$ cat src/shared/lsbr_pkg.sv
// Package for the bilevel line-scan readout: geometry, timing and carrier types.
// Assumes a 40 MHz system clock sampling the controller's pixel clock and start pulse.
// Contract
// - A line holds 1056 pixels from 11 chained segments of 96, read out in fixed order.
// - The controller supplies a running pixel clock and the readout advances on it.
// - Each pixel is compared with a background level tracked from the same stream, 1 if brighter, 0 if darker.
// - The single video bit shows 0 for dark and 1 for white.
// - A line lasts pixel count times clock period, one pixel per pixel clock.
package lsbr_pkg;
  localparam int LSBR_SEGMENTS = 11;
  localparam int LSBR_SEG_PIXELS = 96;
  localparam int LSBR_LINE_PIXELS = LSBR_SEGMENTS * LSBR_SEG_PIXELS;
  localparam int LSBR_PIX_W = 8;
  localparam int LSBR_IDX_W = 11;
  localparam int LSBR_SEG_W = 4;
  localparam int LSBR_OFS_W = 7;
  // Background tracker: shift of the leaky average
  localparam int LSBR_TRACK_SHIFT = 3;
  localparam logic [LSBR_PIX_W-1:0] LSBR_BG_RESET = 8'h80;
  localparam logic [LSBR_IDX_W-1:0] LSBR_IDX_RESET = 11'h000;
  // Pixel clock period used for line time, in ns
  localparam int LSBR_PIXCLK_NS = 500;
  localparam int LSBR_MCLK_NS = 25;
  localparam int LSBR_LINE_NS = LSBR_LINE_PIXELS * LSBR_PIXCLK_NS;

  // Readout position within a line
  typedef struct packed {
    logic [LSBR_SEG_W-1:0] segment;
    logic [LSBR_OFS_W-1:0] offset;
  } lsbr_pos_t;

  typedef enum logic [1:0] {
    LSBR_IDLE = 2'b00,
    LSBR_SHIFT = 2'b01,
    LSBR_DONE = 2'b11
  } lsbr_state_t;
endpackage : lsbr_pkg

$ cat src/design/lsbr_readout.sv
// Line readout: syncs pixel clock and start pulse, steps through 1056 pixels,
// emits one bright/dark bit per pixel clock. Analog front end is a digital sample.
`timescale 1ns/1ps
module lsbr_readout
  import lsbr_pkg::*;
#(
  parameter int LINE_PIXELS = LSBR_LINE_PIXELS,
  parameter int SEG_PIXELS = LSBR_SEG_PIXELS
) (
  // Clock and reset
  input wire logic mclk_in,
  input wire logic reset_n_in,
  input wire logic clk_en_in,
  // Controller link
  input wire logic pixel_clock_in,
  input wire logic line_start_pulse_in,
  // Sensor sample of current pixel
  input wire logic [LSBR_PIX_W-1:0] pixel_in,
  // Video and status
  output logic video_bit_out,
  output logic line_active_out,
  output lsbr_pos_t pos_out
);
  logic [2:0] clk_sync;
  logic [1:0] sp_sync;
  logic clk_rise;
  logic sp_level;
  logic [LSBR_IDX_W-1:0] idx;
  logic [LSBR_IDX_W-1:0] next_idx;
  logic last_pixel;
  logic shift_step;
  logic sample_en;
  logic line_restart;
  logic bright;
  lsbr_state_t state;
  lsbr_state_t next_state;
  lsbr_pos_t next_pos;

  // Segment/offset split of a line index
  function automatic lsbr_pos_t lsbr_split(input logic [LSBR_IDX_W-1:0] i);
    lsbr_pos_t p;
    p.segment = LSBR_SEG_W'(i / LSBR_IDX_W'(SEG_PIXELS));
    p.offset = LSBR_OFS_W'(i % LSBR_IDX_W'(SEG_PIXELS));
    return p;
  endfunction : lsbr_split

  // Two-flop sync plus one history stage for edge finding
  always_ff @(posedge mclk_in or negedge reset_n_in) begin
    if (!reset_n_in) begin
      clk_sync <= 3'h0;
      sp_sync <= 2'h0;
    end else if (clk_en_in) begin
      clk_sync <= {clk_sync[1:0], pixel_clock_in};
      sp_sync <= {sp_sync[0], line_start_pulse_in};
    end
  end

  // Edge and step decode
  assign clk_rise = clk_sync[1] && !clk_sync[2];
  assign sp_level = sp_sync[1];
  assign line_restart = clk_rise && sp_level;
  assign shift_step = clk_rise && !sp_level && (state == LSBR_SHIFT);
  assign sample_en = clk_rise && (state == LSBR_SHIFT);
  assign last_pixel = idx == LSBR_IDX_W'(LINE_PIXELS - 1);
  assign next_idx = line_restart ? LSBR_IDX_RESET
                  : (shift_step && !last_pixel) ? idx + 11'h001 : idx;
  assign next_pos = lsbr_split(next_idx);

  // Line state decode
  always_comb begin
    next_state = state;
    case (state)
      LSBR_IDLE: if (line_restart) next_state = LSBR_SHIFT;
      LSBR_SHIFT: begin
        if (line_restart) next_state = LSBR_SHIFT;
        else if (shift_step && last_pixel) next_state = LSBR_DONE;
      end
      LSBR_DONE: if (line_restart) next_state = LSBR_SHIFT;
      default: next_state = LSBR_IDLE;
    endcase
  end

  // Index, state and registered outputs
  always_ff @(posedge mclk_in or negedge reset_n_in) begin
    if (!reset_n_in) begin
      state <= LSBR_IDLE;
      idx <= LSBR_IDX_RESET;
      pos_out <= '0;
      line_active_out <= 1'b0;
    end else if (clk_en_in) begin
      state <= next_state;
      idx <= next_idx;
      pos_out <= next_pos;
      line_active_out <= next_state == LSBR_SHIFT;
    end
  end

  // Pixel decision; sample on each pixel clock of an active line
  lsbr_tracker u_tracker (
    .mclk_in(mclk_in),
    .reset_n_in(reset_n_in),
    .clk_en_in(clk_en_in),
    .sample_en_in(sample_en),
    .line_restart_in(line_restart),
    .pixel_in(pixel_in),
    .bright_out(bright)
  );

  // Video bit: 1 white, 0 dark, 0 outside a line
  always_ff @(posedge mclk_in or negedge reset_n_in) begin
    if (!reset_n_in) begin
      video_bit_out <= 1'b0;
    end else if (clk_en_in) begin
      video_bit_out <= bright && line_active_out;
    end
  end
endmodule : lsbr_readout

$ cat src/design/lsbr_tracker.sv
// Background tracker and comparator for one pixel per enable.
// Assumes pixel samples are stable on the cycle sample_en_in is high.
`timescale 1ns/1ps
module lsbr_tracker
  import lsbr_pkg::*;
(
  // Clock and reset
  input wire logic mclk_in,
  input wire logic reset_n_in,
  input wire logic clk_en_in,
  // Pixel sample
  input wire logic sample_en_in,
  input wire logic line_restart_in,
  input wire logic [LSBR_PIX_W-1:0] pixel_in,
  // Decision
  output logic bright_out
);
  logic [LSBR_PIX_W-1:0] bg;
  logic [LSBR_PIX_W-1:0] next_bg;
  logic [LSBR_PIX_W:0] diff_up;
  logic [LSBR_PIX_W:0] diff_dn;
  logic is_bright;
  logic take;

  // Compare raw pixel against tracked background
  assign is_bright = pixel_in > bg;
  // A line's first pixel is taken on its restart rise
  assign take = sample_en_in || line_restart_in;
  assign diff_up = {1'b0, pixel_in} - {1'b0, bg};
  assign diff_dn = {1'b0, bg} - {1'b0, pixel_in};
  assign next_bg = is_bright ? bg + LSBR_PIX_W'(diff_up >> LSBR_TRACK_SHIFT)
                             : bg - LSBR_PIX_W'(diff_dn >> LSBR_TRACK_SHIFT);

  // Leaky background average from the same stream
  always_ff @(posedge mclk_in or negedge reset_n_in) begin
    if (!reset_n_in) begin
      bg <= LSBR_BG_RESET;
      bright_out <= 1'b0;
    end else if (clk_en_in && take) begin
      bg <= next_bg;
      bright_out <= is_bright;
    end
  end
endmodule : lsbr_tracker

$ cat config.mk
export PLATFORM = sky130hd
export DESIGN_NAME = lsbr_readout
export DESIGN_NICKNAME = d
export VERILOG_FILES = /design/src/shared/lsbr_pkg.sv /design/src/design/lsbr_readout.sv /design/src/design/lsbr_tracker.sv
export SDC_FILE = /design/constraint.sdc
export NUM_CORES = 1
export LEC_CHECK = 0
export BUFFER_PORTS_ARGS = -buffer_cell sky130_fd_sc_hd__buf_2
export CAP_MARGIN = 30
export CORE_UTILIZATION = 42
export CTS_CLUSTER_SIZE = 20
export DETAILED_ROUTE_END_ITERATION = 7
export GPL_TIMING_DRIVEN = 0
export HOLD_SLACK_MARGIN = 0.03
export PLACE_DENSITY = 0.63
export SYNTH_ARGS = -nofsm -noshare
export SYNTH_HDL_FRONTEND = slang
export SYNTH_SLANG_ARGS = --single-unit
$ cat constraint.sdc
create_clock -name mclk_in -period 5.06 [get_ports mclk_in]
set_input_delay 0.253 -clock mclk_in [delete_from_list [all_inputs] [get_ports mclk_in]]
set_output_delay 0.253 -clock mclk_in [all_outputs]
set_load 0.02 [all_outputs]
== Yosys cells after proc, flatten, opt, wreduce, memory -nomap -nowiden ==
Cells that the tools add are included.

* Eq/ne operators: 4
* $add $sub $neg: 5
* Magnitude comparators: 1
* Divide/modulo/power cells: 2
* Reduce and logical (&&, ||, !) cells: 15
* Muxes and demuxes: 7

{| class="wikitable"
|+ Operator list
! kind !! count
|-
| $mux 11 || 2
|-
| $sub 8x8->9 || 2
|-
| $add 11x1->11 const B || 1
|-
| $div 11x7->11 const B || 1
|-
| $eq 11x11->1 const B || 1
|-
| $mod 11x7->11 const B || 1
|-
| $logic_and 1x1->1 || 9
|-
| $add 8x6->8 || 1
|-
| $gt 8x8->1 || 1
|-
| $mux 8 || 1
|-
| $sub 8x6->8 || 1
|-
| $mux 2 || 3
|-
| $eq 2x1->1 const B || 2
|-
| $pmux 2 s2 || 1
|-
| $logic_not 1->1 || 3
|-
| $eq 2x2->1 const B || 1
|-
| $logic_not 2->1 || 1
|-
| $reduce_or 2->1 || 1
|-
| $logic_or 1x1->1 || 1
|}

* Register bits after elaboration: 40
* Logic and storage cells: 44
* Output and inout port bits: 13
* Input port bits: 13

== Longest topological paths before layout ==
Gate-level depths: netlist of the first run.

* Word-level depth: 9
* Mapped depth: 22
* Depth with buffers taken out: 21

== Hierarchy ==
From an unflattened synthesis of the first run, not the netlist that was laid out.

* Cell total of the unflattened synthesis: 393
* Area total of the unflattened synthesis: 3344.5 um^2

{| class="wikitable"
|+ Modules (own cells, without submodules)
! module !! cells each !! area each (um^2) !! seq. area each (um^2) !! times used
|-
| lsbr_readout || 217 || 1944.4 || 700.7 || 1
|-
| lsbr_tracker || 176 || 1400.1 || 226.5 || 1
|}

== Worst setup path after synthesis of the first run ==
OpenSTA, ideal clock, no wires.

* Path kind: register to register
* From: reg u_tracker.bg[1]
* To: reg u_tracker.bg[7]
* Period minus slack after synthesis: 4.100 ns
* Setup slack: 0.960 ns
* Library setup time: 0.075 ns
* Buffers on the path: 0
* Stages on the path, launching flop included: 21
* Data required time: 4.985 ns
* Arrival: 4.024 ns
* Cell sequence: dfrtp_1 > ha_1 > nor2b_1 > o21ai_0 > a21oi_1 > o21a_1 > or2_2 > ha_1 > nand2b_1 > nor3b_1 > nand2_1 > a21oi_1 > a2111o_1 > a31oi_1 > xnor2_1 > ha_1 > o21ai_0 > a21o_1 > and3b_1 > mux2_2 > xnor2_1

* Longest elaborated chain between the ends: 3
* Elaborated cells between the ends (all ways): 6
* Those cells by class: add/sub: 4; order compare: 1; mux: 1

{| class="wikitable"
|+ Ends and longest elaborated chain
! what !! RTL line !! text
|-
| start, declared || lsbr_tracker.sv:18 || <nowiki>logic [LSBR_PIX_W-1:0] bg;</nowiki>
|-
| start signal, assigned || lsbr_tracker.sv:40 || <nowiki>bg <= next_bg;</nowiki>
|-
| $sub 8x8->9, on equally long branches || lsbr_tracker.sv:30, lsbr_tracker.sv:29 ||
|-
| $sub 8x6->8 / $add 8x6->8 (equally long branches) || lsbr_tracker.sv:32, lsbr_tracker.sv:31 ||
|-
| $mux 8 * || lsbr_tracker.sv:31 || <nowiki>assign next_bg = is_bright ? bg + LSBR_PIX_W'(diff_up >> LSBR_TRACK_SHIFT)</nowiki>
|}

Mark *: on every way between the ends. The rest lies on a longest branch, timed or not.
A chain may end at the register's enable or synchronous reset.

== Worst setup path in the final report of the first run ==
Same ends and word-level chain as after synthesis.

==> report_table.html, run 1 <==
<table>
<tr><th>Metric</th><th>Value</th></tr>
<tr><th colspan="2">Outcome</th></tr>
<tr><td>Run status</td><td>complete, no violations</td></tr>
<tr><th colspan="2">STA</th></tr>
<tr><td>Count of endpoints failing setup in the final report</td><td>0</td></tr>
<tr><td>Fin Setup TNS</td><td>0 ns</td></tr>
<tr><td>Worst clock skew</td><td>0.00430 ns</td></tr>
<tr><td>Portion of the clock cycle consumed by the worst path in the final layout</td><td>90.7%</td></tr>
<tr><td>Count of final max-slew check failures</td><td>0</td></tr>
<tr><td>Crit path time final</td><td>4.59 ns</td></tr>
<tr><td>Maximum clock rate</td><td>218 MHz</td></tr>
<tr><td>Worst Max-Slew Pin Slew</td><td>0.825 ns</td></tr>
<tr><td>Slew headroom</td><td>45.0%</td></tr>
<tr><td>Unrepaired setup endpoints after global routing</td><td>false</td></tr>
<tr><td>Endpoints failing hold</td><td>0</td></tr>
<tr><th colspan="2">Logic synthesis</th></tr>
<tr><td>Leading register cell type out of synthesis</td><td>dfrtp_1</td></tr>
<tr><td>Count of flip-flops with a built-in enable after synthesis</td><td>0</td></tr>
<tr><td>Total of flip-flops plus latches after synthesis</td><td>37</td></tr>
<tr><td>Portion of synthesized cell area occupied by the leading cell type</td><td>28.3%</td></tr>
<tr><td>Mean Syn Cell Area</td><td>8.66 µm²</td></tr>
<tr><td>Synth Cell Area</td><td>3190 µm²</td></tr>
<tr><td>Cell type with the highest aggregate area in the netlist</td><td>dfrtp_1</td></tr>
<tr><td>Share of async-settable or async-resettable flops after synthesis</td><td>100%</td></tr>
<tr><td>Unique cell type count in the Yosys netlist</td><td>62</td></tr>
<tr><td>Synthesized netlist net count</td><td>410</td></tr>
<tr><td>Number of instances in the synthesized netlist</td><td>368</td></tr>
<tr><td>Yosys warning total</td><td>0</td></tr>
<tr><td>Synth top area cells</td><td>dfrtp_1, ha_1, xnor2_1</td></tr>
<tr><td>Proportion of synthesized chip area in sequential cells</td><td>29.1%</td></tr>
<tr><th colspan="2">Min path</th></tr>
<tr><td>HP Class</td><td>in2async</td></tr>
<tr><th colspan="2">Pwr</th></tr>
<tr><td>Sequential cell fraction of total power</td><td>24.1%</td></tr>
<tr><td>Int Power</td><td>0.000970 W</td></tr>
<tr><td>Power dissipated by switching net loads</td><td>0.000791 W</td></tr>
<tr><td>Post-layout total power</td><td>0.00176 W</td></tr>
<tr><td>Combinational fraction of design power</td><td>63.9%</td></tr>
<tr><td>Net switching share of the total power</td><td>44.9%</td></tr>
<tr><td>P_leak</td><td>1.59 nW</td></tr>
<tr><td>Clock Power Share</td><td>12.0%</td></tr>
<tr><td>Max IR drop VDD</td><td>0.000226 V</td></tr>
<tr><td>Power per unit of standard cell area</td><td>499 nW/µm²</td></tr>
<tr><th colspan="2">Worst setup path</th></tr>
<tr><td>Critical path start-end classification</td><td>reg2reg</td></tr>
<tr><td>Category of cells accounting for the largest share of critical-path delay</td><td>compound AO/OA/AOI/OAI gates</td></tr>
<tr><td>CP bufs+invs</td><td>0</td></tr>
<tr><td>Delay of the slowest cell on the worst path</td><td>0.45 ns</td></tr>
<tr><td>Top fanout value on the critical path</td><td>6</td></tr>
<tr><td>Cell chain of the critical path</td><td>ha_1 &gt; nor2b_1 &gt; o21ai_0 &gt; a21oi_1 &gt; o21a_1 &gt; or2_2 &gt; ha_1 &gt; nand2b_1 &gt; nor3b_1 &gt; nand2_1 &gt; a21oi_1 &gt; a2111o_1 &gt; a31oi_1 &gt; xnor2_1 &gt; ha_1 &gt; o21ai_0 &gt; a21o_1 &gt; and3b_1 &gt; mux2_2 &gt; xnor2_1</td></tr>
<tr><td>Kind of launch point of the worst setup path</td><td>flop</td></tr>
<tr><td>Required @ worst endpoint</td><td>5.28 ns</td></tr>
<tr><td>Endpoint arrival time on the critical path</td><td>4.81 ns</td></tr>
<tr><td>Critical path capture point type</td><td>flop</td></tr>
<tr><td>Cell with the largest stage delay on the worst path</td><td>dfrtp_1</td></tr>
<tr><td>Most used cell along the critical path</td><td>ha_1</td></tr>
<tr><th colspan="2">Routing</th></tr>
<tr><td>Remaining number of nets flagged by the antenna check after routing</td><td>0</td></tr>
<tr><td>Final wirelength</td><td>6.62 mm</td></tr>
<tr><td>Total number of vias</td><td>2663</td></tr>
<tr><td>Violation count after the first detailed-routing iteration</td><td>116</td></tr>
<tr><td>Drt first pass iters</td><td>5</td></tr>
<tr><td>DR WL/cell</td><td>13.3 µm</td></tr>
<tr><td>Vias per std cell</td><td>5.34</td></tr>
<tr><td>Post-route DRC</td><td>0</td></tr>
<tr><th colspan="2">Finish</th></tr>
<tr><td>Area taken by flip-flops and latches</td><td>927 µm²</td></tr>
<tr><td>Filler cells</td><td>715</td></tr>
<tr><td>Ratio of cells with drive above 1 in the final layout</td><td>16.0%</td></tr>
<tr><td># nets final</td><td>442</td></tr>
<tr><td>Antenna diode count</td><td>0</td></tr>
<tr><td>Leading cell type in the layout, fill and taps excluded</td><td>inv_1</td></tr>
<tr><td>Area delta synth-&gt;final</td><td>10.8%</td></tr>
<tr><td>Combined area of the multi-input logic cells</td><td>2010 µm²</td></tr>
<tr><td>Commonest cells after routing, fill and taps aside</td><td>inv_1, nand2_1, dfrtp_1</td></tr>
<tr><th colspan="2">CTS</th></tr>
<tr><td>CTS tree</td><td>built</td></tr>
<tr><td>TritonCTS Buffers</td><td>5</td></tr>
<tr><td>Clk buf depth</td><td>2</td></tr>
<tr><td>TritonCTS Sinks</td><td>37</td></tr>
<tr><td>Clock insertion delay at the later pin of the skew report</td><td>0.29 ns</td></tr>
<tr><td>Total number of H-tree levels</td><td>2</td></tr>
<tr><td>Clock transition at path regs</td><td>0.07 ns</td></tr>
<tr><td>CTS root buffer</td><td>clkbuf_8</td></tr>
<tr><th colspan="2">GRT</th></tr>
<tr><td>Global router's overall resource usage</td><td>17.9%</td></tr>
<tr><td>Total global routing overflow</td><td>0</td></tr>
<tr><td>Maximum number of pins on one net before global-route repair</td><td>38</td></tr>
<tr><td>Number of antenna violations at the first check in global routing</td><td>0</td></tr>
<tr><td>Vias in the first global route</td><td>2251</td></tr>
<tr><td>Global-route wire length before repair</td><td>10.9 mm</td></tr>
<tr><th colspan="2">Floorplanning</th></tr>
<tr><td>Initial Util</td><td>43.7%</td></tr>
<tr><td>DIE WIDTH</td><td>89.1 µm</td></tr>
<tr><td>Height of the chip</td><td>89.1 µm</td></tr>
<tr><td>Area of the core region</td><td>7290 µm²</td></tr>
<tr><td>Boundary pin count</td><td>26</td></tr>
<tr><td>Die Footprint</td><td>7940 µm²</td></tr>
<tr><td>Number of standard-cell rows in the floorplan</td><td>31</td></tr>
<tr><th colspan="2">Place</th></tr>
<tr><td>Global placement routability congestion</td><td>0.805</td></tr>
<tr><td>DPL Wire Length</td><td>4.98 mm</td></tr>
<tr><td>Number of port buffers</td><td>25</td></tr>
<tr><th colspan="2">Job</th></tr>
<tr><td>Max-capacitance violation count</td><td>0</td></tr>
</table>
[metal layers]
metal | up-vias | GRT usage (%) | wire [µm]
li1 | 1358 | - | -
met1 | 1239 | 27.5 | 3470
met2 | 59 | 25.4 | 2800
met3 | 7 | 2.77 | 272
met4 | 0 | 5.48 | 81
met5 | - | 0 | 0
[repair_timing]
action	4_1_cts	5_1_grt
gates resized for setup	0	2
endpoints found under the setup margin	0	2
hold buffers	0	0
buffers inserted	0	0
[flip-flops by register name (all words and copies together) (netlist names)]
signal	cells
sp_sync	2
idx	8
state	2
u_tracker.bg	8
u_tracker.bright_out	1
pos_out	11
video_bit_out	1
line_active_out	1
clk_sync	3
[synthesized netlist by cell type (4+ instances only)]
library cell and number:
inv_1 38, dfrtp_1 36, nand2_1 36, o21ai_0 32, ha_1 28, nor2_1 24
a21oi_1 20, xnor2_1 20, mux2_2 10, nand3_1 9, nor3_1 8, a31oi_1 6
clkbuf_1 6, o22ai_1 6, nor2b_1 5, xor2_1 5, and2_1 4, o31ai_1 4
[final timing paths]
check                      slack [ns]                         from                          end  cells past startpoint
hold reg to reg                  0.51       sp_sync[0]$_DFFE_PN0P_       sp_sync[0]$_DFFE_PN0P_                      1
setup / recovery                 0.47  u_tracker.bg[1]$_DFFE_PN0P_  u_tracker.bg[7]$_DFFE_PN1P_                     20
setup reg to reg                 0.47  u_tracker.bg[1]$_DFFE_PN0P_  u_tracker.bg[7]$_DFFE_PN1P_                     20
hold / removal                   0.05                   reset_n_in       pos_out[3]$_DFFE_PN0P_                      1
min in group mclk_in             0.19          line_start_pulse_in       sp_sync[0]$_DFFE_PN0P_                      2
max in group asynchronous        4.48                   reset_n_in  u_tracker.bg[4]$_DFFE_PN0P_                      1
[area by class of cell]
cell class                      instances  area share (%)
Buffer                                 15            3.19
Clock buffer                            7            2.45
Inverter                               38            4.04
Multi-Input combinational cell        278            57.0
Sequential cell                        37            26.3
Tap cell                               99            3.51
Timing Repair Buffer                   25            3.54
[logic make-up after synthesis]
kind of cell / Yosys count / synth area share, %
buffers and inverters: 53 / 8.01
XOR/XNOR: 27 / 8.24
flip-flops: 37 / 29.1
AO/OA/AOI/OAI: 95 / 19.1
adder cells (fa/ha/maj): 29 / 11.6
AND/OR/NAND/NOR: 114 / 19.5
multiplexers: 13 / 4.47
[power groups by stage]
stage          Combinational [W]  Sequential, W  Clock (W)
2_1_floorplan           0.000898       0.000426          0
3_3_place_gp             0.00110       0.000429          0
3_5_place_dp             0.00111       0.000432          0
4_1_cts                  0.00112       0.000427   0.000218
5_1_grt                  0.00129       0.000435   0.000224
6_report                 0.00113       0.000425   0.000211
[stage by stage]
| stage | hold slack (ns) | util (%) | setup slack [ns] | instance area, µm² | std cells |
|---|---|---|---|---|---|
| finish | 0.0541 | 48.4 | 0.470 | 3530 | 499 |
| global route | 0.133 | 48.4 | 0.0643 | 3530 | 499 |
| CTS | 0.0874 | 48.3 | 0.451 | 3520 | 499 |
| detailed placement | 0.412 | 47.1 | 0.511 | 3440 | 492 |
| global placement | 0.415 | 47.1 | 0.500 | 3440 | 492 |
| floorplan | -0.0426 | - | 0.960 | 3190 | 368 |
Power figures use the tool's default switching activity.
==> run 2: changes to the inputs <==
--- a/config.mk
+++ b/config.mk
@@ -12,7 +12,7 @@
 export DETAILED_ROUTE_END_ITERATION = 7
 export GPL_TIMING_DRIVEN = 0
 export HOLD_SLACK_MARGIN = 0.03
-export PLACE_DENSITY = 0.63
+export PLACE_DENSITY = 0.66
 export SYNTH_ARGS = -nofsm -noshare
 export SYNTH_HDL_FRONTEND = slang
 export SYNTH_SLANG_ARGS = --single-unit
==> constraint.sdc (replaced) <==
create_clock -name mclk_in -period 3.8 [get_ports mclk_in]
set_input_delay 0.19 -clock mclk_in [delete_from_list [all_inputs] [get_ports mclk_in]]
set_output_delay 0.19 -clock mclk_in [all_outputs]
set_load 0.02 [all_outputs]
==> report_table.html, run 2 (synthesis results as in run 1) <==
<table>
<tr><th>Metric</th><th>Value</th></tr>
<tr><th colspan="2">Outcome</th></tr>
<tr><td>Run status</td><td>complete, but fails checks</td></tr>
<tr><td>Violations in the final reports</td><td>negative setup slack</td></tr>
<tr><th colspan="2">Finish</th></tr>
<tr><td>Commonest cells after routing, fill and taps aside</td><td>inv_1, nand2_1, dfrtp_1</td></tr>
<tr><td>Final std cells w/o fill</td><td>507 (+1.6%)</td></tr>
<tr><td>Flip-flop count of the largest register after layout</td><td>11 (unchanged)</td></tr>
<tr><td>Final instance area</td><td>3800 µm² (+7.5%)</td></tr>
<tr><td>Filler cells</td><td>706 (-1.3%)</td></tr>
<tr><td>Largest registers in the final layout</td><td>pos_out: 11 flops, idx: 8 flops, u_tracker.bg: 8 flops</td></tr>
<tr><td>Antenna diode count</td><td>0 (unchanged)</td></tr>
<tr><td>Ratio of cells with drive above 1 in the final layout</td><td>24.3% (+8.3 points)</td></tr>
<tr><td>Leading cell type in the layout, fill and taps excluded</td><td>inv_1</td></tr>
<tr><td># nets final</td><td>449 (+1.6%)</td></tr>
<tr><td>Area delta synth-&gt;final</td><td>19.1%</td></tr>
<tr><td>Most flop-heavy register</td><td>pos_out</td></tr>
<tr><th colspan="2">CTS</th></tr>
<tr><td>Clock insertion delay at the later pin of the skew report</td><td>0.29 ns (about the same)</td></tr>
<tr><td>TritonCTS Buffers</td><td>5 (unchanged)</td></tr>
<tr><td>Total number of H-tree levels</td><td>2 (unchanged)</td></tr>
<tr><td>CTS root buffer</td><td>clkbuf_8</td></tr>
<tr><td>TritonCTS Sinks</td><td>37 (unchanged)</td></tr>
<tr><td>Clk buf depth</td><td>2 (unchanged)</td></tr>
<tr><td>Post-CTS Hold Buffers</td><td>0 (unchanged)</td></tr>
<tr><td>Clock transition at path regs</td><td>0.08 ns (about the same)</td></tr>
<tr><td>CTS tree</td><td>built</td></tr>
<tr><th colspan="2">Worst setup path</th></tr>
<tr><td>CP bufs+invs</td><td>0 (unchanged)</td></tr>
<tr><td>Delay of the slowest cell on the worst path</td><td>0.43 ns (-0.02 ns)</td></tr>
<tr><td>Endpoint arrival time on the critical path</td><td>4.07 ns (-0.74 ns)</td></tr>
<tr><td>Cell with the largest stage delay on the worst path</td><td>dfrtp_2</td></tr>
<tr><td>Start point of the critical path</td><td>u_tracker.bg[1]$_DFFE_PN0P_</td></tr>
<tr><td>Critical path start-end classification</td><td>reg2reg</td></tr>
<tr><td>Top fanout value on the critical path</td><td>6 (unchanged)</td></tr>
<tr><td>Category of cells accounting for the largest share of critical-path delay</td><td>compound AO/OA/AOI/OAI gates</td></tr>
<tr><td>Kind of launch point of the worst setup path</td><td>flop</td></tr>
<tr><td>Required @ worst endpoint</td><td>4.03 ns (-1.25 ns)</td></tr>
<tr><td>Critical path capture point type</td><td>flop</td></tr>
<tr><td>Critical register-to-register path startpoint</td><td>u_tracker.bg[1]$_DFFE_PN0P_</td></tr>
<tr><td>Cell chain of the critical path</td><td>ha_4 &gt; nor2b_4 &gt; o21ai_4 &gt; a21oi_4 &gt; o21a_1 &gt; or2_4 &gt; ha_4 &gt; nand2b_4 &gt; or4_4 &gt; a21oi_4 &gt; o21bai_1 &gt; a31oi_1 &gt; xnor2_1 &gt; ha_1 &gt; o21ai_2 &gt; a21o_1 &gt; and3b_1 &gt; mux2_4 &gt; xnor2_2</td></tr>
<tr><th colspan="2">Floorplanning</th></tr>
<tr><td>Area of the core region</td><td>7290 µm² (unchanged)</td></tr>
<tr><td>DIE WIDTH</td><td>89.1 µm (unchanged)</td></tr>
<tr><td>Number of standard-cell rows in the floorplan</td><td>31 (unchanged)</td></tr>
<tr><td>Initial Util</td><td>43.7% (unchanged)</td></tr>
<tr><td>Boundary pin count</td><td>26 (unchanged)</td></tr>
<tr><td>Die Footprint</td><td>7940 µm² (unchanged)</td></tr>
<tr><td>Height of the chip</td><td>89.1 µm (unchanged)</td></tr>
<tr><th colspan="2">Place</th></tr>
<tr><td>Placed standard-cell area</td><td>3470 µm² (+1.1%)</td></tr>
<tr><td>Global placement routability congestion</td><td>0.872 (+8.3%)</td></tr>
<tr><td>Instance count after placement with tap cells included</td><td>492 (unchanged)</td></tr>
<tr><td>Number of port buffers</td><td>25 (unchanged)</td></tr>
<tr><td>DPL Wire Length</td><td>5.21 mm (+4.5%)</td></tr>
<tr><th colspan="2">STA</th></tr>
<tr><td>Portion of the clock cycle consumed by the worst path in the final layout</td><td>101% (+10 points)</td></tr>
<tr><td>Count of endpoints failing setup in the final report</td><td>2 (+2)</td></tr>
<tr><td>Worst clock skew</td><td>0.0104 ns (+0.00615 ns)</td></tr>
<tr><td>Maximum clock rate</td><td>261 MHz (+20%)</td></tr>
<tr><td>Crit path time final</td><td>3.83 ns (-0.755 ns)</td></tr>
<tr><td>Slew headroom</td><td>41.5% (-3.5 points)</td></tr>
<tr><td>Count of final max-slew check failures</td><td>0 (unchanged)</td></tr>
<tr><td>Worst Max-Slew Pin Slew</td><td>0.877 ns (+0.0520 ns)</td></tr>
<tr><td>Worst setup margin</td><td>-0.0349 ns (-0.505 ns)</td></tr>
<tr><td>Unrepaired setup endpoints after global routing</td><td>true</td></tr>
<tr><td>Worst hold slack across all endpoints</td><td>0.0133 ns (-0.0408 ns)</td></tr>
<tr><td>Endpoints failing hold</td><td>0 (unchanged)</td></tr>
<tr><th colspan="2">Routing</th></tr>
<tr><td>Vias per std cell</td><td>5.41 (+1.3%)</td></tr>
<tr><td>Remaining number of nets flagged by the antenna check after routing</td><td>0 (unchanged)</td></tr>
<tr><td>Drt first pass iters</td><td>4 (-1)</td></tr>
<tr><td>Post-route DRC</td><td>0 (unchanged)</td></tr>
<tr><td>Violation count after the first detailed-routing iteration</td><td>75 (-35%)</td></tr>
<tr><td>Final wirelength</td><td>7.14 mm (+7.8%)</td></tr>
<tr><td>DR WL/cell</td><td>14.1 µm (+6.1%)</td></tr>
<tr><td>Total number of vias</td><td>2741 (+2.9%)</td></tr>
<tr><th colspan="2">Pwr</th></tr>
<tr><td>Max IR drop VDD</td><td>0.000247 V (+9.2%)</td></tr>
<tr><td>P_leak</td><td>1.69 nW (+6.0%)</td></tr>
<tr><td>Power per unit of standard cell area</td><td>742 nW/µm² (+49%)</td></tr>
<tr><th colspan="2">Min path</th></tr>
<tr><td>HP Class</td><td>in2async</td></tr>
<tr><th colspan="2">GRT</th></tr>
<tr><td>Global router's overall resource usage</td><td>19.7% (+1.8 points)</td></tr>
<tr><td>Maximum number of pins on one net before global-route repair</td><td>38 (unchanged)</td></tr>
<tr><td>Global-route wire length before repair</td><td>12.2 mm (+12%)</td></tr>
<tr><td>Number of antenna violations at the first check in global routing</td><td>0 (unchanged)</td></tr>
<tr><td>Vias in the first global route</td><td>2724 (+21%)</td></tr>
<tr><td>Total global routing overflow</td><td>0 (unchanged)</td></tr>
<tr><th colspan="2">Job</th></tr>
<tr><td>Max-capacitance violation count</td><td>0 (unchanged)</td></tr>
</table>
[run 2: cell types whose count changed in the layout (fill, tap and decap cells not counted), moves of 3 or more]
cell	change
ha_2	+3
o21ai_0	-5
buf_4	+7
ha_1	-5
a21oi_1	-4
clkbuf_1	-4
[run 2: layer usage]
| layer | track usage (%) | up-vias | wire length [µm] | share of wire, % |
|---|---|---|---|---|
| li1 | - | 1379 | - | - |
| met1 | 22.9 | 1280 | 3090 | 43 |
| met2 | 36.6 | 69 | 3610 | 50 |
| met3 | 3.23 | 13 | 304 | 4.3 |
| met4 | 6.93 | 0 | 141 | 2.0 |
| met5 | 0 | - | 0 | 0 |
[run 2: area by class of cell]
class | count | area [µm²] | share of cell area [%]
clock buffer | 6 | 82.6 | 2.17
sequential | 37 | 928 | 24.4
inverter | 38 | 143 | 3.76
timing repair buffer | 33 | 189 | 4.98
buffer | 14 | 129 | 3.39
multi-input combinational | 278 | 2160 | 57.0
clock inverter | 2 | 37.5 | 0.988
tap | 99 | 124 | 3.26
[run 2: where the power goes]
part,internal (W),switching [W]
combinational,0.000911,0.000984
clock,0.000213,0.000147
sequential,0.000481,0.0000796
[run 2: path summary, 6_finish.rpt]
kind / end / slack [ns] / cells past startpoint
min in group mclk_in: clk_sync[0]$_DFFE_PN0P_ / 0.13 / 2
hold / removal: pos_out[10]$_DFFE_PN0P_ / 0.01 / 1
setup / recovery: u_tracker.bg[7]$_DFFE_PN1P_ / -0.03 / 19
hold reg to reg: clk_sync[0]$_DFFE_PN0P_ / 0.52 / 1
max in group asynchronous: u_tracker.bg[1]$_DFFE_PN0P_ / 3.18 / 1
setup reg to reg: u_tracker.bg[7]$_DFFE_PN1P_ / -0.03 / 19
[run 2: through the flow]
| step | setup WS (ns) | utilization (%) | total power [W] | TNS [ns] |
|---|---|---|---|---|
| global route | -0.223 | 52.1 | 0.00309 | -0.438 |
| floorplan | 0.0140 | - | 0.00182 | 0 |
| finish | -0.0349 | 52.1 | 0.00282 | -0.0407 |
| global placement | -0.558 | 47.6 | 0.00208 | -1.50 |
| detailed placement | -0.580 | 47.6 | 0.00212 | -1.72 |
| CTS | -0.0747 | 50.8 | 0.00267 | -0.0747 |
[run 2: what timing repair did]
item,CTS,global route
setup endpoints to repair,6,4
buffers inserted,4,4
pin swaps,6,16
resized for setup,18,19
endpoints found under the hold margin,0,0
==> run 3: changes to the inputs <==
--- a/config.mk
+++ b/config.mk
@@ -12,7 +12,7 @@
 export DETAILED_ROUTE_END_ITERATION = 7
 export GPL_TIMING_DRIVEN = 0
 export HOLD_SLACK_MARGIN = 0.03
-export PLACE_DENSITY = 0.66
+export PLACE_DENSITY = 0.63
 export SYNTH_ARGS = -nofsm -noshare
 export SYNTH_HDL_FRONTEND = slang
 export SYNTH_SLANG_ARGS = --single-unit
==> constraint.sdc (replaced) <==
create_clock -name mclk_in -period 4.93 [get_ports mclk_in]
set_input_delay 0.2465 -clock mclk_in [delete_from_list [all_inputs] [get_ports mclk_in]]
set_output_delay 0.2465 -clock mclk_in [all_outputs]
set_load 0.02 [all_outputs]
==> report_table.html, run 3 (synthesis results as in run 1) <==
<table>
<tr><th>Metric</th><th>Value</th></tr>
<tr><th colspan="2">Outcome</th></tr>
<tr><td>Run status</td><td>complete, no violations</td></tr>
<tr><th colspan="2">Worst setup path</th></tr>
<tr><td>Cell chain of the critical path</td><td>ha_1 &gt; nor2b_1 &gt; o21ai_1 &gt; a21oi_2 &gt; o21a_1 &gt; or2_2 &gt; ha_1 &gt; nand2b_1 &gt; nor3b_1 &gt; nand2_1 &gt; a21oi_1 &gt; a2111o_1 &gt; a31oi_1 &gt; xnor2_1 &gt; ha_1 &gt; o21ai_0 &gt; a21o_1 &gt; and3b_1 &gt; mux2_2 &gt; xnor2_1</td></tr>
<tr><td>Endpoint arrival time on the critical path</td><td>4.66 ns (+0.59 ns)</td></tr>
<tr><td>Top fanout value on the critical path</td><td>6 (unchanged)</td></tr>
<tr><td>Delay of the slowest cell on the worst path</td><td>0.45 ns (+0.02 ns)</td></tr>
<tr><td>Critical path start-end classification</td><td>reg2reg</td></tr>
<tr><td>Kind of launch point of the worst setup path</td><td>flop</td></tr>
<tr><td>Critical path capture point type</td><td>flop</td></tr>
<tr><td>Required @ worst endpoint</td><td>5.15 ns (+1.12 ns)</td></tr>
<tr><td>Most used cell along the critical path</td><td>ha_1</td></tr>
<tr><td>Category of cells accounting for the largest share of critical-path delay</td><td>compound AO/OA/AOI/OAI gates</td></tr>
<tr><td>CP bufs+invs</td><td>0 (unchanged)</td></tr>
<tr><td>Cell with the largest stage delay on the worst path</td><td>dfrtp_1</td></tr>
<tr><th colspan="2">Finish</th></tr>
<tr><td>Combined area of the multi-input logic cells</td><td>2020 µm² (-6.8%)</td></tr>
<tr><td>Filler cells</td><td>715 (+1.3%)</td></tr>
<tr><td>Antenna diode count</td><td>0 (unchanged)</td></tr>
<tr><td>Area delta synth-&gt;final</td><td>10.9%</td></tr>
<tr><td>Largest registers in the final layout</td><td>pos_out: 11 flops, idx: 8 flops, u_tracker.bg: 8 flops</td></tr>
<tr><td>Flip-flop count of the largest register after layout</td><td>11 (unchanged)</td></tr>
<tr><td># nets final</td><td>442 (-1.6%)</td></tr>
<tr><td>Leading cell type in the layout, fill and taps excluded</td><td>inv_1</td></tr>
<tr><td>Area taken by flip-flops and latches</td><td>927 µm² (-0.13%)</td></tr>
<tr><td>Ratio of cells with drive above 1 in the final layout</td><td>16.3% (-8.0 points)</td></tr>
<tr><td>Commonest cells after routing, fill and taps aside</td><td>inv_1, nand2_1, dfrtp_1</td></tr>
<tr><td>Most flop-heavy register</td><td>pos_out</td></tr>
<tr><td>Final std cells w/o fill</td><td>499 (-1.6%)</td></tr>
<tr><td>Share of the core filled with cells</td><td>48.5% (-3.6 points)</td></tr>
<tr><th colspan="2">CTS</th></tr>
<tr><td>Clock insertion delay at the later pin of the skew report</td><td>0.30 ns (about the same)</td></tr>
<tr><td>Clk buf depth</td><td>2 (unchanged)</td></tr>
<tr><td>Total number of H-tree levels</td><td>2 (unchanged)</td></tr>
<tr><td>CTS tree</td><td>built</td></tr>
<tr><td>TritonCTS Buffers</td><td>5 (unchanged)</td></tr>
<tr><td>Total setup buffers inserted after CTS</td><td>0 (-4)</td></tr>
<tr><td>CTS root buffer</td><td>clkbuf_8</td></tr>
<tr><td>TritonCTS Sinks</td><td>37 (unchanged)</td></tr>
<tr><td>Clock transition at path regs</td><td>0.07 ns (about the same)</td></tr>
<tr><th colspan="2">Pwr</th></tr>
<tr><td>Power per unit of standard cell area</td><td>513 nW/µm² (-31%)</td></tr>
<tr><td>Post-layout total power</td><td>0.00181 W (-36%)</td></tr>
<tr><td>P_leak</td><td>1.59 nW (-5.6%)</td></tr>
<tr><td>Sequential cell fraction of total power</td><td>24.1% (+4.2 points)</td></tr>
<tr><td>Power dissipated by switching net loads</td><td>0.000815 W (-33%)</td></tr>
<tr><td>Net switching share of the total power</td><td>44.9% (+2.0 points)</td></tr>
<tr><td>Clock Power Share</td><td>12.0% (-0.8 points)</td></tr>
<tr><td>Combinational fraction of design power</td><td>63.9% (-3.4 points)</td></tr>
<tr><td>Max IR drop VDD</td><td>0.000232 V (-6.0%)</td></tr>
<tr><td>Int Power</td><td>0.000998 W (-38%)</td></tr>
<tr><th colspan="2">GRT</th></tr>
<tr><td>Global router's overall resource usage</td><td>17.9% (-1.8 points)</td></tr>
<tr><td>Total global routing overflow</td><td>0 (unchanged)</td></tr>
<tr><td>Vias in the first global route</td><td>2251 (-17%)</td></tr>
<tr><td>Maximum number of pins on one net before global-route repair</td><td>38 (unchanged)</td></tr>
<tr><td>Global-route wire length before repair</td><td>10.9 mm (-11%)</td></tr>
<tr><td>Number of antenna violations at the first check in global routing</td><td>0 (unchanged)</td></tr>
<tr><th colspan="2">Floorplanning</th></tr>
<tr><td>Die Footprint</td><td>7940 µm² (unchanged)</td></tr>
<tr><td>DIE WIDTH</td><td>89.1 µm (unchanged)</td></tr>
<tr><td>Initial Util</td><td>43.7% (unchanged)</td></tr>
<tr><td>Height of the chip</td><td>89.1 µm (unchanged)</td></tr>
<tr><td>Area of the core region</td><td>7290 µm² (unchanged)</td></tr>
<tr><td>Boundary pin count</td><td>26 (unchanged)</td></tr>
<tr><td>Number of standard-cell rows in the floorplan</td><td>31 (unchanged)</td></tr>
<tr><th colspan="2">Place</th></tr>
<tr><td>Number of port buffers</td><td>25 (unchanged)</td></tr>
<tr><td>Instance count after placement with tap cells included</td><td>492 (unchanged)</td></tr>
<tr><td>Global placement routability congestion</td><td>0.805 (-7.7%)</td></tr>
<tr><td>DPL Wire Length</td><td>4.98 mm (-4.3%)</td></tr>
<tr><th colspan="2">STA</th></tr>
<tr><td>Portion of the clock cycle consumed by the worst path in the final layout</td><td>90.0% (-11 points)</td></tr>
<tr><td>Crit path time final</td><td>4.44 ns (+0.604 ns)</td></tr>
<tr><td>Worst clock skew</td><td>0.00408 ns (-0.00636 ns)</td></tr>
<tr><td>Fin Setup TNS</td><td>0 ns (+0.0407 ns)</td></tr>
<tr><td>Unrepaired setup endpoints after global routing</td><td>false</td></tr>
<tr><td>Worst hold slack across all endpoints</td><td>0.0456 ns (+0.0323 ns)</td></tr>
<tr><td>Count of endpoints failing setup in the final report</td><td>0 (-2)</td></tr>
<tr><td>Count of final max-slew check failures</td><td>0 (unchanged)</td></tr>
<tr><td>Worst Max-Slew Pin Slew</td><td>0.818 ns (-0.0588 ns)</td></tr>
<tr><td>Endpoints failing hold</td><td>0 (unchanged)</td></tr>
<tr><td>Maximum clock rate</td><td>225 MHz (-14%)</td></tr>
<tr><td>Slew headroom</td><td>45.1% (+3.5 points)</td></tr>
<tr><th colspan="2">Routing</th></tr>
<tr><td>Drt first pass iters</td><td>5 (+1)</td></tr>
<tr><td>Total number of vias</td><td>2658 (-3.0%)</td></tr>
<tr><td>Post-route DRC</td><td>0 (unchanged)</td></tr>
<tr><td>DR WL/cell</td><td>13.2 µm (-6.1%)</td></tr>
<tr><td>Remaining number of nets flagged by the antenna check after routing</td><td>0 (unchanged)</td></tr>
<tr><td>Vias per std cell</td><td>5.33 (-1.5%)</td></tr>
<tr><td>Final wirelength</td><td>6.60 mm (-7.5%)</td></tr>
<tr><td>Violation count after the first detailed-routing iteration</td><td>120 (+60%)</td></tr>
<tr><th colspan="2">Min path</th></tr>
<tr><td>HP Class</td><td>in2async</td></tr>
<tr><th colspan="2">Job</th></tr>
<tr><td>Max-capacitance violation count</td><td>0 (unchanged)</td></tr>
</table>
-- run 3: path summary, 6_finish.rpt --
check                                             from  slack (ns)                     endpoint  cells after the start
max in group asynchronous                   reset_n_in        4.36  u_tracker.bg[4]$_DFFE_PN0P_                      1
min                                         reset_n_in        0.05       pos_out[3]$_DFFE_PN0P_                      1
min in group mclk_in               line_start_pulse_in        0.18       sp_sync[0]$_DFFE_PN0P_                      2
min reg2reg                     sp_sync[0]$_DFFE_PN0P_        0.51       sp_sync[0]$_DFFE_PN0P_                      1
max reg2reg                u_tracker.bg[1]$_DFFE_PN0P_        0.49  u_tracker.bg[7]$_DFFE_PN1P_                     20
max                        u_tracker.bg[1]$_DFFE_PN0P_        0.49  u_tracker.bg[7]$_DFFE_PN1P_                     20
-- run 3: power by group through the flow --
stage               Clock, W  Combinational (W)  Sequential [W]
global route        0.000230            0.00132        0.000447
floorplan                  0           0.000922        0.000437
global placement           0            0.00113        0.000440
CTS                 0.000223            0.00115        0.000438
finish              0.000217            0.00116        0.000436
detailed placement         0            0.00114        0.000443
-- run 3: timing repair --
action / 4_1_cts / 5_1_grt
endpoints found under the setup margin: 0 / 2
resized for setup: 0 / 4
hold buffers: 0 / 0
-- run 3: per-layer routing --
metal | GRT usage (%) | share of wire [%] | vias to the layer above
li1 | - | - | 1359
met1 | 27.5 | 53 | 1235
met2 | 25.4 | 42 | 56
met3 | 2.77 | 4.1 | 8
met4 | 5.48 | 1.3 | 0
met5 | 0 | 0 | -
-- run 3: stage by stage --
step / worst slack (ns) / cell area, µm²
after global placement: 0.370 / 3440
after detailed placement: 0.381 / 3440
after floorplan: 0.830 / 3190
after CTS: 0.321 / 3520
after global routing: 0.154 / 3530
final: 0.491 / 3530
-- run 3: layout make-up --
class | instances | share of cell area [%]
Inverter | 38 | 4.04
Tap cell | 99 | 3.50
Buffer | 15 | 3.19
Timing Repair Buffer | 25 | 3.54
Multi-Input combinational cell | 278 | 57.1
Clock buffer | 7 | 2.44
Sequential cell | 37 | 26.2
-- run 3: worst reg2reg max path, stage by stage (launching register included) --
cell and delay, ns:
dfrtp_1 0.45, ha_1 0.33, nor2b_1 0.14, o21ai_1 0.22, a21oi_2 0.15, o21a_1 0.23
or2_2 0.30, ha_1 0.24, nand2b_1 0.10, nor3b_1 0.05, nand2_1 0.08, a21oi_1 0.10
a2111o_1 0.39, a31oi_1 0.22, xnor2_1 0.12, ha_1 0.34, o21ai_0 0.13, a21o_1 0.22
and3b_1 0.16, mux2_2 0.27, xnor2_1 0.13
